===== src/kwu_pkg.sv =====
// package for the keypad wake unit: register map, field positions, reset values
// assumes a 32-bit ahb-lite register bus, one word per register
package kwu_pkg;
    // ------------------------------------------------------------
    // register offsets (byte addresses)
    // ------------------------------------------------------------
    localparam logic [11:0] KWU_OFS_STATUS_CONTROL = 12'h000;
    localparam logic [11:0] KWU_OFS_PIN_ENABLE = 12'h004;
    localparam logic [11:0] KWU_OFS_POLARITY_SELECT = 12'h008;
    localparam logic [11:0] KWU_OFS_IRQ_STATUS = 12'h00C;
    localparam logic [11:0] KWU_OFS_IRQ_MASK = 12'h010;
    // ------------------------------------------------------------
    // field positions
    // ------------------------------------------------------------
    localparam int KWU_BIT_MODE = 0;
    localparam int KWU_BIT_IRQ_EN = 1;
    localparam int KWU_BIT_ACK = 2;
    localparam int KWU_BIT_FLAG = 3;
    localparam int KWU_NUM_BITS = 8;
    // implemented pin positions 5,4,2,1,0
    localparam logic [7:0] KWU_PIN_MASK = 8'h37;
    // event status bits: 0 edge seen, 1 level seen
    localparam int KWU_EVT_EDGE = 0;
    localparam int KWU_EVT_LEVEL = 1;
    localparam logic [1:0] KWU_EVT_MASK = 2'h3;
    // ------------------------------------------------------------
    // reset values
    // ------------------------------------------------------------
    localparam logic [7:0] KWU_RST_CTRL = 8'h00;
    localparam logic [7:0] KWU_RST_PINS = 8'h00;
    localparam logic [1:0] KWU_RST_EVT = 2'h0;
    localparam logic [31:0] KWU_RST_RDATA = 32'h0000_0000;
    // ------------------------------------------------------------
    // bus encodings
    // ------------------------------------------------------------
    localparam logic [1:0] KWU_HTRANS_NONSEQ = 2'h2;
    localparam logic [1:0] KWU_HTRANS_SEQ = 2'h3;
    localparam logic [2:0] KWU_HSIZE_WORD = 3'h2;
    localparam logic KWU_HRESP_OKAY = 1'b0;
    // data phase state, one-hot
    typedef enum logic [1:0]
    {
        KWU_PH_IDLE = 2'b01,
        KWU_PH_DATA = 2'b10
    } kwu_phase_type;
endpackage


===== src/kwu_pin_detect.sv =====
// per-pin detector for the keypad wake unit
// assumes pin inputs already synchronous to hclk
`timescale 1ns/1ps
module kwu_pin_detect
    import kwu_pkg::*;
(
    input wire logic hclk,
    input wire logic hresetn,
    input wire logic [7:0] pin_in,
    input wire logic [7:0] pin_en,
    input wire logic [7:0] pin_pol,
    output logic [7:0] edge_hit,
    output logic [7:0] level_hit
);
    // ------------------------------------------------------------
    // asserted-level view and previous sample
    // ------------------------------------------------------------
    logic [7:0] prev_asserted; // last cycle's asserted view
    logic [7:0] prev_valid; // pin enabled last cycle too
    wire logic [7:0] asserted = pin_in ~^ pin_pol; // pol 1 -> high asserts

    genvar i;
    generate
        for (i = 0; i < KWU_NUM_BITS; i++)
        begin : g_pin
            // previous sample; reset treats pins as deasserted-unknown
            always_ff @(posedge hclk or negedge hresetn)
            begin
                if (!hresetn)
                begin
                    prev_asserted[i] <= 1'b0;
                    prev_valid[i] <= 1'b0;
                end
                else
                begin
                    prev_asserted[i] <= asserted[i];
                    prev_valid[i] <= pin_en[i] & KWU_PIN_MASK[i];
                end
            end
            // edge only after a deasserted sample while enabled
            assign edge_hit[i] = pin_en[i] & KWU_PIN_MASK[i] & prev_valid[i]
                                 & ~prev_asserted[i] & asserted[i];
            assign level_hit[i] = pin_en[i] & KWU_PIN_MASK[i] & asserted[i];
        end
    endgenerate
endmodule


===== src/kwu_irq_status.sv =====
// sticky event status with mask, cleared by a read
// assumes one-cycle event pulses and a one-cycle read strobe
`timescale 1ns/1ps
module kwu_irq_status
    import kwu_pkg::*;
(
    input wire logic hclk,
    input wire logic hresetn,
    input wire logic [1:0] evt,
    input wire logic rd_clear,
    input wire logic mask_we,
    input wire logic [1:0] mask_wdata,
    output logic [1:0] status,
    output logic [1:0] mask,
    output logic irq
);
    // ------------------------------------------------------------
    // sticky bits: a new event beats the read clear
    // ------------------------------------------------------------
    wire logic [1:0] next_status = (rd_clear ? KWU_RST_EVT : status) | evt;

    always_ff @(posedge hclk or negedge hresetn)
    begin
        if (!hresetn)
        begin
            status <= KWU_RST_EVT;
            mask <= KWU_RST_EVT;
        end
        else
        begin
            status <= next_status;
            if (mask_we)
            begin
                mask <= mask_wdata & KWU_EVT_MASK;
            end
        end
    end

    assign irq = |(status & mask); // level, high while unmasked bit set
endmodule


===== src/kwu_top.sv =====
// keypad wake unit: pin edge/level detection, one flag, ahb-lite registers
// assumes synchronous pin inputs and a single hclk domain
//
// Functional notes
// - flag bit 3, read-only, set on detect
// - acknowledge bit 2, write 1, reads 0
// - bit 1 gates the interrupt request
// - bit 0: edge only or edge+level; the stop wake_request still follows held levels in edge-only mode
// - per-pin enable bit gates detection
// - per-pin polarity: 1 rising/high, 0 falling/low
// - only bits 5,4,2,1,0 implemented
// - falling edge: sample 1 then 0
// - rising edge: sample 0 then 1
// - edge needs prior deasserted sample
// - edge mode: ack write clears flag
// - level mode: edge or level sets flag
// - level mode: ack clears only all deasserted
// - enabling a pin adds no pulls
// - detection continues, wake request in stop
`timescale 1ns/1ps
module kwu_top
    import kwu_pkg::*;
(
    input wire logic hclk,
    input wire logic hresetn,
    input wire logic hsel,
    input wire logic [31:0] haddr,
    input wire logic [1:0] htrans,
    input wire logic hwrite,
    input wire logic [2:0] hsize,
    input wire logic [31:0] hwdata,
    input wire logic hready,
    output logic [31:0] hrdata,
    output logic hreadyout,
    output logic hresp,
    input wire logic [7:0] wake_input_pin,
    input wire logic stop_mode,
    output logic kbd_irq,
    output logic wake_request,
    output logic evt_irq
);
    import kwu_pkg::*;

    // ------------------------------------------------------------
    // control state
    // ------------------------------------------------------------
    logic detect_flag; // status flag
    logic irq_enable; // request gate
    logic edge_level_mode; // 0 edges, 1 edges and levels
    logic [7:0] kbd_pin_enable; // per-pin enable
    logic [7:0] kbd_polarity_select; // per-pin polarity

    // ------------------------------------------------------------
    // bus address phase capture
    // ------------------------------------------------------------
    kwu_phase_type phase; // idle or data phase pending
    logic [11:0] ap_addr; // latched offset
    logic ap_write; // latched direction
    logic [31:0] hrdata_q; // registered read data

    wire logic ap_valid = hsel & hready & (htrans == KWU_HTRANS_NONSEQ || htrans == KWU_HTRANS_SEQ);
    wire logic dp_write = (phase == KWU_PH_DATA) & ap_write;
    wire logic hit_sc = (ap_addr == KWU_OFS_STATUS_CONTROL);
    wire logic hit_pe = (ap_addr == KWU_OFS_PIN_ENABLE);
    wire logic hit_ps = (ap_addr == KWU_OFS_POLARITY_SELECT);
    wire logic hit_im = (ap_addr == KWU_OFS_IRQ_MASK);
    wire logic wr_sc = dp_write & hit_sc;
    wire logic wr_pe = dp_write & hit_pe;
    wire logic wr_ps = dp_write & hit_ps;
    wire logic wr_im = dp_write & hit_im;
    // reads decode at address phase so data is ready in the data phase
    wire logic [11:0] rd_addr = haddr[11:0];
    wire logic rd_take = ap_valid & ~hwrite;
    wire logic rd_is = rd_take & (rd_addr == KWU_OFS_IRQ_STATUS);

    // ------------------------------------------------------------
    // detection
    // ------------------------------------------------------------
    logic [7:0] edge_hit; // per-pin valid edge
    logic [7:0] level_hit; // per-pin asserted level

    kwu_pin_detect u_detect
    (
        .hclk(hclk),
        .hresetn(hresetn),
        .pin_in(wake_input_pin),
        .pin_en(kbd_pin_enable),
        .pin_pol(kbd_polarity_select),
        .edge_hit(edge_hit),
        .level_hit(level_hit)
    );

    wire logic any_edge = |edge_hit;
    wire logic any_level = |level_hit;
    // level mode: an asserted level keeps setting the flag
    wire logic flag_set = any_edge | (edge_level_mode & any_level);
    // ack with a held level: the set term wins, so the flag stays
    wire logic ack = wr_sc & hwdata[KWU_BIT_ACK];
    wire logic next_flag = flag_set | (detect_flag & ~ack);
    wire logic [7:0] wr_pins = hwdata[7:0] & KWU_PIN_MASK;

    // ------------------------------------------------------------
    // flag and control registers
    // ------------------------------------------------------------
    always_ff @(posedge hclk or negedge hresetn)
    begin
        if (!hresetn)
        begin
            detect_flag <= 1'b0;
            irq_enable <= 1'b0;
            edge_level_mode <= 1'b0;
        end
        else
        begin
            detect_flag <= next_flag;
            if (wr_sc)
            begin
                irq_enable <= hwdata[KWU_BIT_IRQ_EN];
                edge_level_mode <= hwdata[KWU_BIT_MODE];
            end
        end
    end

    // pin configuration; no pull control lives here
    always_ff @(posedge hclk or negedge hresetn)
    begin
        if (!hresetn)
        begin
            kbd_pin_enable <= KWU_RST_PINS;
            kbd_polarity_select <= KWU_RST_PINS;
        end
        else
        begin
            if (wr_pe)
            begin
                kbd_pin_enable <= wr_pins;
            end
            if (wr_ps)
            begin
                kbd_polarity_select <= wr_pins;
            end
        end
    end

    // request to the cpu, gated by the enable bit
    assign kbd_irq = detect_flag & irq_enable;
    // stop mode: hclk assumed still running here; the request is combinational
    // from the live pins so a held level wakes even before the flag registers
    wire logic live_wake = (|(wake_input_pin ~^ kbd_polarity_select) & |kbd_pin_enable)
                           & (|((wake_input_pin ~^ kbd_polarity_select) & kbd_pin_enable & KWU_PIN_MASK));
    assign wake_request = stop_mode & irq_enable & (detect_flag | live_wake);

    // ------------------------------------------------------------
    // event status: edge and level events
    // ------------------------------------------------------------
    logic [1:0] evt_status; // sticky events
    logic [1:0] evt_mask; // event mask
    wire logic [1:0] evt_in = {edge_level_mode & any_level, any_edge};

    kwu_irq_status u_evt
    (
        .hclk(hclk),
        .hresetn(hresetn),
        .evt(evt_in),
        .rd_clear(rd_is),
        .mask_we(wr_im),
        .mask_wdata(hwdata[1:0]),
        .status(evt_status),
        .mask(evt_mask),
        .irq(evt_irq)
    );

    // ------------------------------------------------------------
    // read mux; ack and reserved bits read zero
    // ------------------------------------------------------------
    wire logic [7:0] sc_read = {4'h0, detect_flag, 1'b0, irq_enable, edge_level_mode};
    wire logic [31:0] next_rdata =
        (rd_addr == KWU_OFS_STATUS_CONTROL) ? {24'h00_0000, sc_read} :
        (rd_addr == KWU_OFS_PIN_ENABLE) ? {24'h00_0000, kbd_pin_enable} :
        (rd_addr == KWU_OFS_POLARITY_SELECT) ? {24'h00_0000, kbd_polarity_select} :
        (rd_addr == KWU_OFS_IRQ_STATUS) ? {30'h0000_0000, evt_status} :
        (rd_addr == KWU_OFS_IRQ_MASK) ? {30'h0000_0000, evt_mask} :
        KWU_RST_RDATA;

    // ------------------------------------------------------------
    // bus phase tracking; zero wait states
    // ------------------------------------------------------------
    always_ff @(posedge hclk or negedge hresetn)
    begin
        if (!hresetn)
        begin
            phase <= KWU_PH_IDLE;
            ap_addr <= 12'h000;
            ap_write <= 1'b0;
            hrdata_q <= KWU_RST_RDATA;
        end
        else
        begin
            if (hready)
            begin
                phase <= ap_valid ? KWU_PH_DATA : KWU_PH_IDLE;
                ap_addr <= haddr[11:0];
                ap_write <= hwrite;
            end
            if (rd_take)
            begin
                hrdata_q <= next_rdata;
            end
        end
    end

    assign hrdata = hrdata_q;
    assign hreadyout = 1'b1;
    assign hresp = KWU_HRESP_OKAY;
endmodule


===== config.mk =====
export PLATFORM = sky130hd
export DESIGN_NAME = kwu_top
export DESIGN_NICKNAME = d
export VERILOG_FILES = /design/src/kwu_pkg.sv /design/src/kwu_pin_detect.sv /design/src/kwu_irq_status.sv /design/src/kwu_top.sv
export SDC_FILE = /design/constraint.sdc
export NUM_CORES = 1
export LEC_CHECK = 0
export ABC_AREA = 1
export BUFFER_PORTS_ARGS = -buffer_cell sky130_fd_sc_hd__buf_2
export CAP_MARGIN = 0
export CELL_PAD_IN_SITES_DETAIL_PLACEMENT = 0
export CELL_PAD_IN_SITES_GLOBAL_PLACEMENT = 1
export CORE_ASPECT_RATIO = 0.9
export CORE_MARGIN = 2
export CORE_UTILIZATION = 32
export DETAILED_ROUTE_END_ITERATION = 8
export PLACE_DENSITY = 0.85
export SYNTH_ARGS = -nofsm -noshare
export SYNTH_HDL_FRONTEND = slang
export SYNTH_SLANG_ARGS = --single-unit

===== constraint.sdc =====
create_clock -name hclk -period 1.84 [get_ports hclk]
set_clock_uncertainty 0.2 [all_clocks]
set_input_delay 0.276 -clock hclk [delete_from_list [all_inputs] [get_ports hclk]]
set_output_delay 0.276 -clock hclk [all_outputs]
set_load 0.01 [all_outputs]

==> metrics.txt, run 1 <==
run status=complete, but fails checks; failing checks=negative hold slack, negative setup slack; mux contribution to synthesized area=~2.8%; CP endpoint=wake_request; simple-gate portion of the synthesized area=24.5%; final design instance area without fill=around 2900 sq um; count of distinct cell types in the synthesized netlist=29; first element of the critical path=kbd_polarity_select[5]$_DFFE_PN0P_; Top Ports=120; Post-DP Area=2670 sq um; sequential cell area fraction in the yosys report=49.1%; Worst IR Drop VDD=0.426 mV; Layout Cells excl Fill=429; cell chosen for the clock root=sky130_fd_sc_hd__clkbuf_8; total inserted antenna cells=0; post-synthesis instance area=2450 sq um; detailed-route DRC error count=0; die area=~8400 sq um; Synthesis Warnings=0; number of clock sinks=48; final critical path time including I/O delays and setup=2.02 ns; overall power consumption=2.25 mW; crit share post-route=110%; fraction of final layout cells with drive strength greater than 1=between 20% and 30%; share of the core filled with cells in the final layout=38.2%; final-stage net count=about 420; critical path class=reg -> out; initial core utilization=32.8%; H-tree depth reported by CTS=2; max-slew violation count=0; static leakage=1.48 nW; Detailed Place HPWL=between 3 and 4 mm; standard cell core area=7470 sq um; total clock buffers created by CTS=5; arithmetic-cell share of the synthesized area counting full adders, half adders and majority gates=0%; type of origin of the critical path=flop; Clk pin slew, worst setup/hold paths=0.09 ns; global-route wire length before repair=8.34 mm; count of buffers from port buffering=37; final routed wire length divided by cell count=11.7 um; flop and latch count out of synthesis=48; First DRT Iteration DRCs=98; ratio of total power to cell area=787 nW/um^2; Register-to-Register Path Depth=6; achievable clock frequency=496 MHz; max-capacitance violation count=0; top cells by area in the synthesized netlist=sky130_fd_sc_hd__dfrtp_1 (48%), sky130_fd_sc_hd__nand2_1 (8.9%), sky130_fd_sc_hd__buf_4 (8.6%); worst-path maximum fanout=2; cell total after placement=416; signed area change from the synthesized netlist to the final layout=16.5%; post-synthesis share of cell area spent on xor and xnor gates=1.79%; length of the first detailed-routing pass in iterations=4; endpoints failing hold=1; RD Place Congestion=0.876; setup ws final=-0.176 ns; Final Hold Slack=-0.00149 ns; setup repair after global routing missed its margin=yes; initial antenna violation count=0; overflow left after global routing=0; class of the most critical hold timing path=in -> reg; area leader, netlist=sky130_fd_sc_hd__dfrtp_1; routed vias/inst=4.35; CTS tree=built; insertion delay to the later sink of the worst-skew pair=0.30 ns; maximum count of clock buffers along a single path=2; syn_area_per_cell=between 8 and 9 sq um; setup slack, reg-to-reg=0.15 ns; CP endpoint kind=output pin; Post-Place Worst Slack=0.0663 ns; portion of synthesized cell area occupied by the leading cell type=48.0%; Compound-Gate Fraction of Synth Area=6.54%; instance count of the mapped netlist=284; setup violators final=1; vias in the first global route=1750; overall routed net length=5.00 mm; width of the die=between 90 and 100 um; crit path DAT=1.54 ns; number of cell rows=30; dominant combinational cell family by area after synthesis=simple AND/OR/NAND/NOR gates; Setup TNS=-0.176 ns; FF-to-FF Start=ap_addr[1]$_DFFE_PN0P_; total number of vias=1866; endpoint required time on the critical path=1.36 ns; Die Height=87.0 um; all-layer global routing usage=12.8%; post-detailed-route count of antenna-violating nets=0; r2r endpoint=kbd_pin_enable[2]$_DFFE_PN0P_; largest net degree at the start of global routing=32
-- cell type report --
cell class              count  area [sq um]
clock buffers               6          72.6
clock inverters             2          60.1
fillers                   742          4620
inverters                  40           150
multi-input cells         192           983
flip-flops and latches     48          1200
well taps                  96           120
repair buffers             45           265
-- Yosys cell counts --
| library cell | n |
|---|---|
| sky130_fd_sc_hd__nand2_1 | 58 |
| sky130_fd_sc_hd__dfrtp_1 | 47 |
| sky130_fd_sc_hd__inv_1 | 38 |
| sky130_fd_sc_hd__buf_4 | 28 |
| sky130_fd_sc_hd__nor2_1 | 24 |
| sky130_fd_sc_hd__nand3_1 | 19 |
| sky130_fd_sc_hd__o21ai_0 | 16 |
| sky130_fd_sc_hd__o21ai_1 | 13 |
| sky130_fd_sc_hd__mux2_2 | 6 |
| sky130_fd_sc_hd__nand3_2 | 4 |
| sky130_fd_sc_hd__nor2_4 | 3 |
| sky130_fd_sc_hd__xor2_1 | 3 |
| sky130_fd_sc_hd__conb_1 | 2 |
| sky130_fd_sc_hd__inv_2 | 2 |
| sky130_fd_sc_hd__nand3b_1 | 2 |
| sky130_fd_sc_hd__nor2_2 | 2 |
| sky130_fd_sc_hd__nor3_1 | 2 |
| sky130_fd_sc_hd__nor3_2 | 2 |
| sky130_fd_sc_hd__nor4_2 | 2 |
| sky130_fd_sc_hd__xnor2_1 | 2 |
| sky130_fd_sc_hd__a22o_1 | 1 |
| sky130_fd_sc_hd__buf_2 | 1 |
| sky130_fd_sc_hd__clkbuf_1 | 1 |
| sky130_fd_sc_hd__dfstp_2 | 1 |
| sky130_fd_sc_hd__nand2_2 | 1 |
| sky130_fd_sc_hd__nand4_1 | 1 |
| sky130_fd_sc_hd__nor4_4 | 1 |
| sky130_fd_sc_hd__o22ai_1 | 1 |
| sky130_fd_sc_hd__or2_2 | 1 |
-- cell families (layout without fill, tap and decap cells) --
logic type,count (synthesis),after routing
buffers and inverters,70,93
flip-flops,48,48
multiplexers,6,6
XOR/XNOR,5,5
other,2,28
AND/OR/NAND/NOR,122,122
AO/OA/AOI/OAI,31,31
-- per-layer routing --
layer,vias up,GRT usage [%],share of wire (%)
li1,934,-,-
met1,879,18.6,48
met2,48,19.6,45
met3,5,2.94,5.6
met4,0,2.73,0.74
met5,-,0,0
-- worst min path at each step --
stage,from,to,slack (ns),cells after the start
2_1_floorplan,hresetn,ap_addr[0]$_DFFE_PN0P_,-0.22,0
3_3_place_gp,hresetn,ap_addr[6]$_DFFE_PN0P_,0.03,1
3_5_place_dp,hresetn,ap_addr[7]$_DFFE_PN0P_,0.03,1
4_1_cts,wake_input_pin[5],u_detect.prev_asserted[5]$_DFF_PN0_,0.005,3
5_1_grt,haddr[7],ap_addr[7]$_DFFE_PN0P_,0.009,2
6_report,wake_input_pin[5],u_detect.prev_asserted[5]$_DFF_PN0_,-0.001,3
-- cell usage in the layout (no fill, tap or decap) --
cell type / count
sky130_fd_sc_hd__nand2_1: 58
sky130_fd_sc_hd__dfrtp_1: 47
sky130_fd_sc_hd__inv_1: 38
sky130_fd_sc_hd__buf_2: 37
sky130_fd_sc_hd__conb_1: 28
sky130_fd_sc_hd__nor2_1: 23
sky130_fd_sc_hd__nand3_1: 19
sky130_fd_sc_hd__o21ai_0: 16
sky130_fd_sc_hd__o21ai_1: 13
sky130_fd_sc_hd__mux2_2: 6
sky130_fd_sc_hd__clkbuf_8: 5
sky130_fd_sc_hd__nand3_2: 4
sky130_fd_sc_hd__buf_4: 4
sky130_fd_sc_hd__xor2_1: 3
sky130_fd_sc_hd__nor2_4: 3
sky130_fd_sc_hd__nor3_2: 3
sky130_fd_sc_hd__nor2_2: 3
sky130_fd_sc_hd__dlygate4sd3_1: 3
sky130_fd_sc_hd__inv_2: 2
sky130_fd_sc_hd__xnor2_1: 2
sky130_fd_sc_hd__nand3b_1: 2
sky130_fd_sc_hd__nor4_2: 2
sky130_fd_sc_hd__bufinv_16: 2
sky130_fd_sc_hd__nand2_2: 1
sky130_fd_sc_hd__o22ai_1: 1
sky130_fd_sc_hd__nor4_4: 1
sky130_fd_sc_hd__a22o_1: 1
sky130_fd_sc_hd__nor3_1: 1
sky130_fd_sc_hd__nand4_1: 1
sky130_fd_sc_hd__or2_2: 1
sky130_fd_sc_hd__clkbuf_1: 1
sky130_fd_sc_hd__dfstp_2: 1
sky130_fd_sc_hd__buf_12: 1
-- power by group --
part           total (mW)  internal, mW  switching (mW)
sequential           1.12          1.10          0.0237
combinational       0.225        0.0821           0.143
clock               0.902         0.543           0.359
total                2.25          1.72           0.525
-- state kept, by name, indices dropped and copies added (netlist names) --
signal and count:
ap_addr 12, hrdata 6, kbd_pin_enable 5, kbd_polarity_select 5
u_detect.prev_asserted 5, u_detect.prev_valid 5, phase 2, u_evt.mask 2
u_evt.status 2, ap_write 1, detect_flag 1, edge_level_mode 1
irq_enable 1
-- timing repair --
item                       4_1_cts  5_1_grt
setup buffers                    1        1
pin swaps                        2        3
hold endpoints to repair        18        0
setup endpoints to repair        1        3
hold buffers                     3        0
resized for setup                1        1
-- worst max-delay path, cell delays in order (launching register included) --
cell                      delay (ns)
sky130_fd_sc_hd__dfrtp_1        0.40
sky130_fd_sc_hd__xor2_1         0.19
sky130_fd_sc_hd__nor2_1         0.09
sky130_fd_sc_hd__nor3_2         0.18
sky130_fd_sc_hd__nand2_1        0.10
sky130_fd_sc_hd__nor2_2         0.10
sky130_fd_sc_hd__nor2_1         0.04
sky130_fd_sc_hd__buf_2          0.13
Power figures use the tool's default switching activity.
==> run 2: changes to the inputs <==
CAP_MARGIN = default   (was 0)
HOLD_SLACK_MARGIN = 0.1   (was default)
SKIP_CTS_REPAIR_TIMING = 1   (was default)
==> metrics.txt, run 2 (synthesis results as in run 1) <==
final-stage net count=431 (was 415); signed area change from the synthesized netlist to the final layout=23.1% (was 16.5%); Post-Place Worst Slack=0.0663 ns (unchanged); die area=8370 sq um (unchanged); first element of the critical path=kbd_polarity_select[1]$_DFFE_PN0P_ (was kbd_polarity_select[5]$_DFFE_PN0P_); number of fill cells in the layout=739 (was 742); number of cell rows=30 (unchanged); overall power consumption=2.28 mW (was 2.25 mW); Setup TNS=-0.164 ns (was -0.176 ns); FF-to-FF Start=ap_addr[1]$_DFFE_PN0P_ (unchanged); endpoints failing hold=1 (unchanged); class of the most critical hold timing path=in -> reg (unchanged); met3 Resource Use GR=2.94% (unchanged); Min-Delay Endpoint=u_detect.prev_asserted[0]$_DFF_PN0_ (was u_detect.prev_asserted[5]$_DFF_PN0_); count of buffers from port buffering=37 (unchanged); Worst IR Drop VDD=0.430 mV (was 0.426 mV); detailed-route DRC error count=0 (unchanged); global-route wire length before repair=8.27 mm (was 8.34 mm); setup repair after global routing missed its margin=yes (unchanged); overflow left after global routing=0 (unchanged); achievable clock frequency=499 MHz (was 496 MHz); post-detailed-route count of antenna-violating nets=0 (unchanged); overall routed net length=5.19 mm (was 5.00 mm); run status=complete, but fails checks (unchanged); all-layer global routing usage=12.7% (was 12.8%); Final Hold Slack=-0.00812 ns (was -0.00149 ns); Post-DP Area=2670 sq um (unchanged); crit share post-route=109% (was 110%); Detailed Place HPWL=3.89 mm (unchanged); r2r endpoint=kbd_pin_enable[2]$_DFFE_PN0P_ (unchanged); global route hottest layer=met2 (unchanged); setup ws final=-0.164 ns (was -0.176 ns); setup slack, reg-to-reg=0.13 ns (was 0.15 ns); total clock buffers created by CTS=5 (unchanged); switching power share of the total=23.5% (was 23.4%); worst-path maximum fanout=2 (unchanged); CP endpoint kind=output pin (unchanged); insertion delay to the later sink of the worst-skew pair=0.30 ns (about the same); type of origin of the critical path=flop (unchanged); part of the total power dissipated in combinational logic=11.1% (was 10.0%); Register-to-Register Path Depth=6 (unchanged); met2 usage=19.6% (about the same); final critical path time including I/O delays and setup=2.00 ns (was 2.02 ns); crit path DAT=1.53 ns (was 1.54 ns); Global Route met1 Usage=18.3% (was 18.6%); Net Sw Power=0.535 mW (was 0.525 mW); vias in the first global route=1741 (was 1750); max-slew violation count=0 (unchanged); Clk pin slew, worst setup/hold paths=0.09 ns (about the same); Top Ports=120 (unchanged); First DRT Iteration DRCs=99 (was 98); routed vias/inst=4.31 (was 4.35); register with the most flip-flops=ap_addr (unchanged); Hold Startpoint=wake_input_pin[0] (was wake_input_pin[5]); failing checks=negative hold slack, negative setup slack (unchanged); H-tree depth reported by CTS=2 (unchanged); initial core utilization=32.8% (unchanged); Die Height=87.0 um (unchanged); setup violators final=1 (unchanged); width of the die=96.2 um (unchanged); total inserted antenna cells=0 (unchanged); leading cell types in the layout, fill and taps excluded=sky130_fd_sc_hd__nand2_1 (58), sky130_fd_sc_hd__dfrtp_1 (47), sky130_fd_sc_hd__inv_1 (38) (unchanged); maximum count of clock buffers along a single path=2 (unchanged); commonest non-fill, non-tap cell in the layout=sky130_fd_sc_hd__nand2_1 (unchanged); instance count along the most critical hold path=2 (was 3); P_int=1.75 mW (was 1.72 mW); initial antenna violation count=0 (unchanged); critical path class=reg -> out (unchanged); static leakage=1.55 nW (was 1.48 nW); length of the first detailed-routing pass in iterations=4 (unchanged); total number of vias=1920 (was 1866); part of the power in the clock network=39.7% (was 40.1%); RD Place Congestion=0.876 (unchanged); ratio of total power to cell area=756 nW/um^2 (was 787 nW/um^2); number of clock sinks=48 (unchanged); standard cell core area=7470 sq um (unchanged); endpoint required time on the critical path=1.36 ns (about the same); cell chosen for the clock root=sky130_fd_sc_hd__clkbuf_8 (unchanged); final routed wire length divided by cell count=11.7 um (about the same); fraction of final layout cells with drive strength greater than 1=21.5% (was 22.8%); max-capacitance violation count=0 (unchanged); largest net degree at the start of global routing=32 (unchanged); CTS tree=built (unchanged); final design instance area without fill=3020 sq um (was 2850 sq um); portion of total power attributed to sequential cells=49.1% (was 49.8%); number of flip-flops in the largest register=12 (unchanged)
==> run 2: cell types whose count changed in the layout (fill, tap and decap cells not counted) <==
cell / before / now
sky130_fd_sc_hd__buf_4: 4 / 3
sky130_fd_sc_hd__dlygate4sd3_1: 3 / 20
==> run 2: stage by stage <==
stage | std cells | util [%]
finish | 445 | 40.4
global route | 445 | 40.4
CTS | 424 | 37.5
detailed placement | 416 | 35.7
global placement | 416 | 35.7
floorplan | 310 | -
==> run 2: power groups by stage <==
stage	combinational [mW]	clock, mW	sequential (mW)
after detailed placement	0.222	0	1.14
after CTS	0.223	0.912	1.12
final	0.254	0.906	1.12
after global routing	0.288	0.958	1.13
after global placement	0.216	0	1.14
after floorplan	0.172	0	1.14
==> run 2: critical path, stage by stage, from the launching register on <==
cell and delay (ns):
sky130_fd_sc_hd__dfrtp_1 0.40, sky130_fd_sc_hd__xor2_1 0.16, sky130_fd_sc_hd__nor2_1 0.08, sky130_fd_sc_hd__nor3_2 0.19
sky130_fd_sc_hd__nand2_1 0.10, sky130_fd_sc_hd__nor2_2 0.11, sky130_fd_sc_hd__nor2_1 0.05, sky130_fd_sc_hd__buf_2 0.13
==> run 2: worst max path at each step <==
stage              endpoint  depth (start not counted)
3_3_place_gp   wake_request                          7
4_1_cts        wake_request                          7
5_1_grt        wake_request                          7
3_5_place_dp   wake_request                          7
6_report       wake_request                          7
2_1_floorplan  wake_request                          6
==> run 2: cell type report <==
type                       instances  area (sq um)  share of cell area (%)
clock buffer                       6          72.6                    2.41
clock inverter                     2          60.1                    1.99
inverter                          40           150                    4.98
multi-input combinational        192           983                    32.6
sequential                        48          1200                    39.9
tap                               96           120                    3.98
timing repair buffer              61           428                    14.2
==> run 2: metal layers <==
| metal | vias to the layer above | part of all wire, % |
|---|---|---|
| met5 | - | 0 |
| met4 | 0 | 0.79 |
| met3 | 5 | 5.0 |
| met2 | 41 | 46 |
| met1 | 904 | 48 |
| li1 | 970 | - |
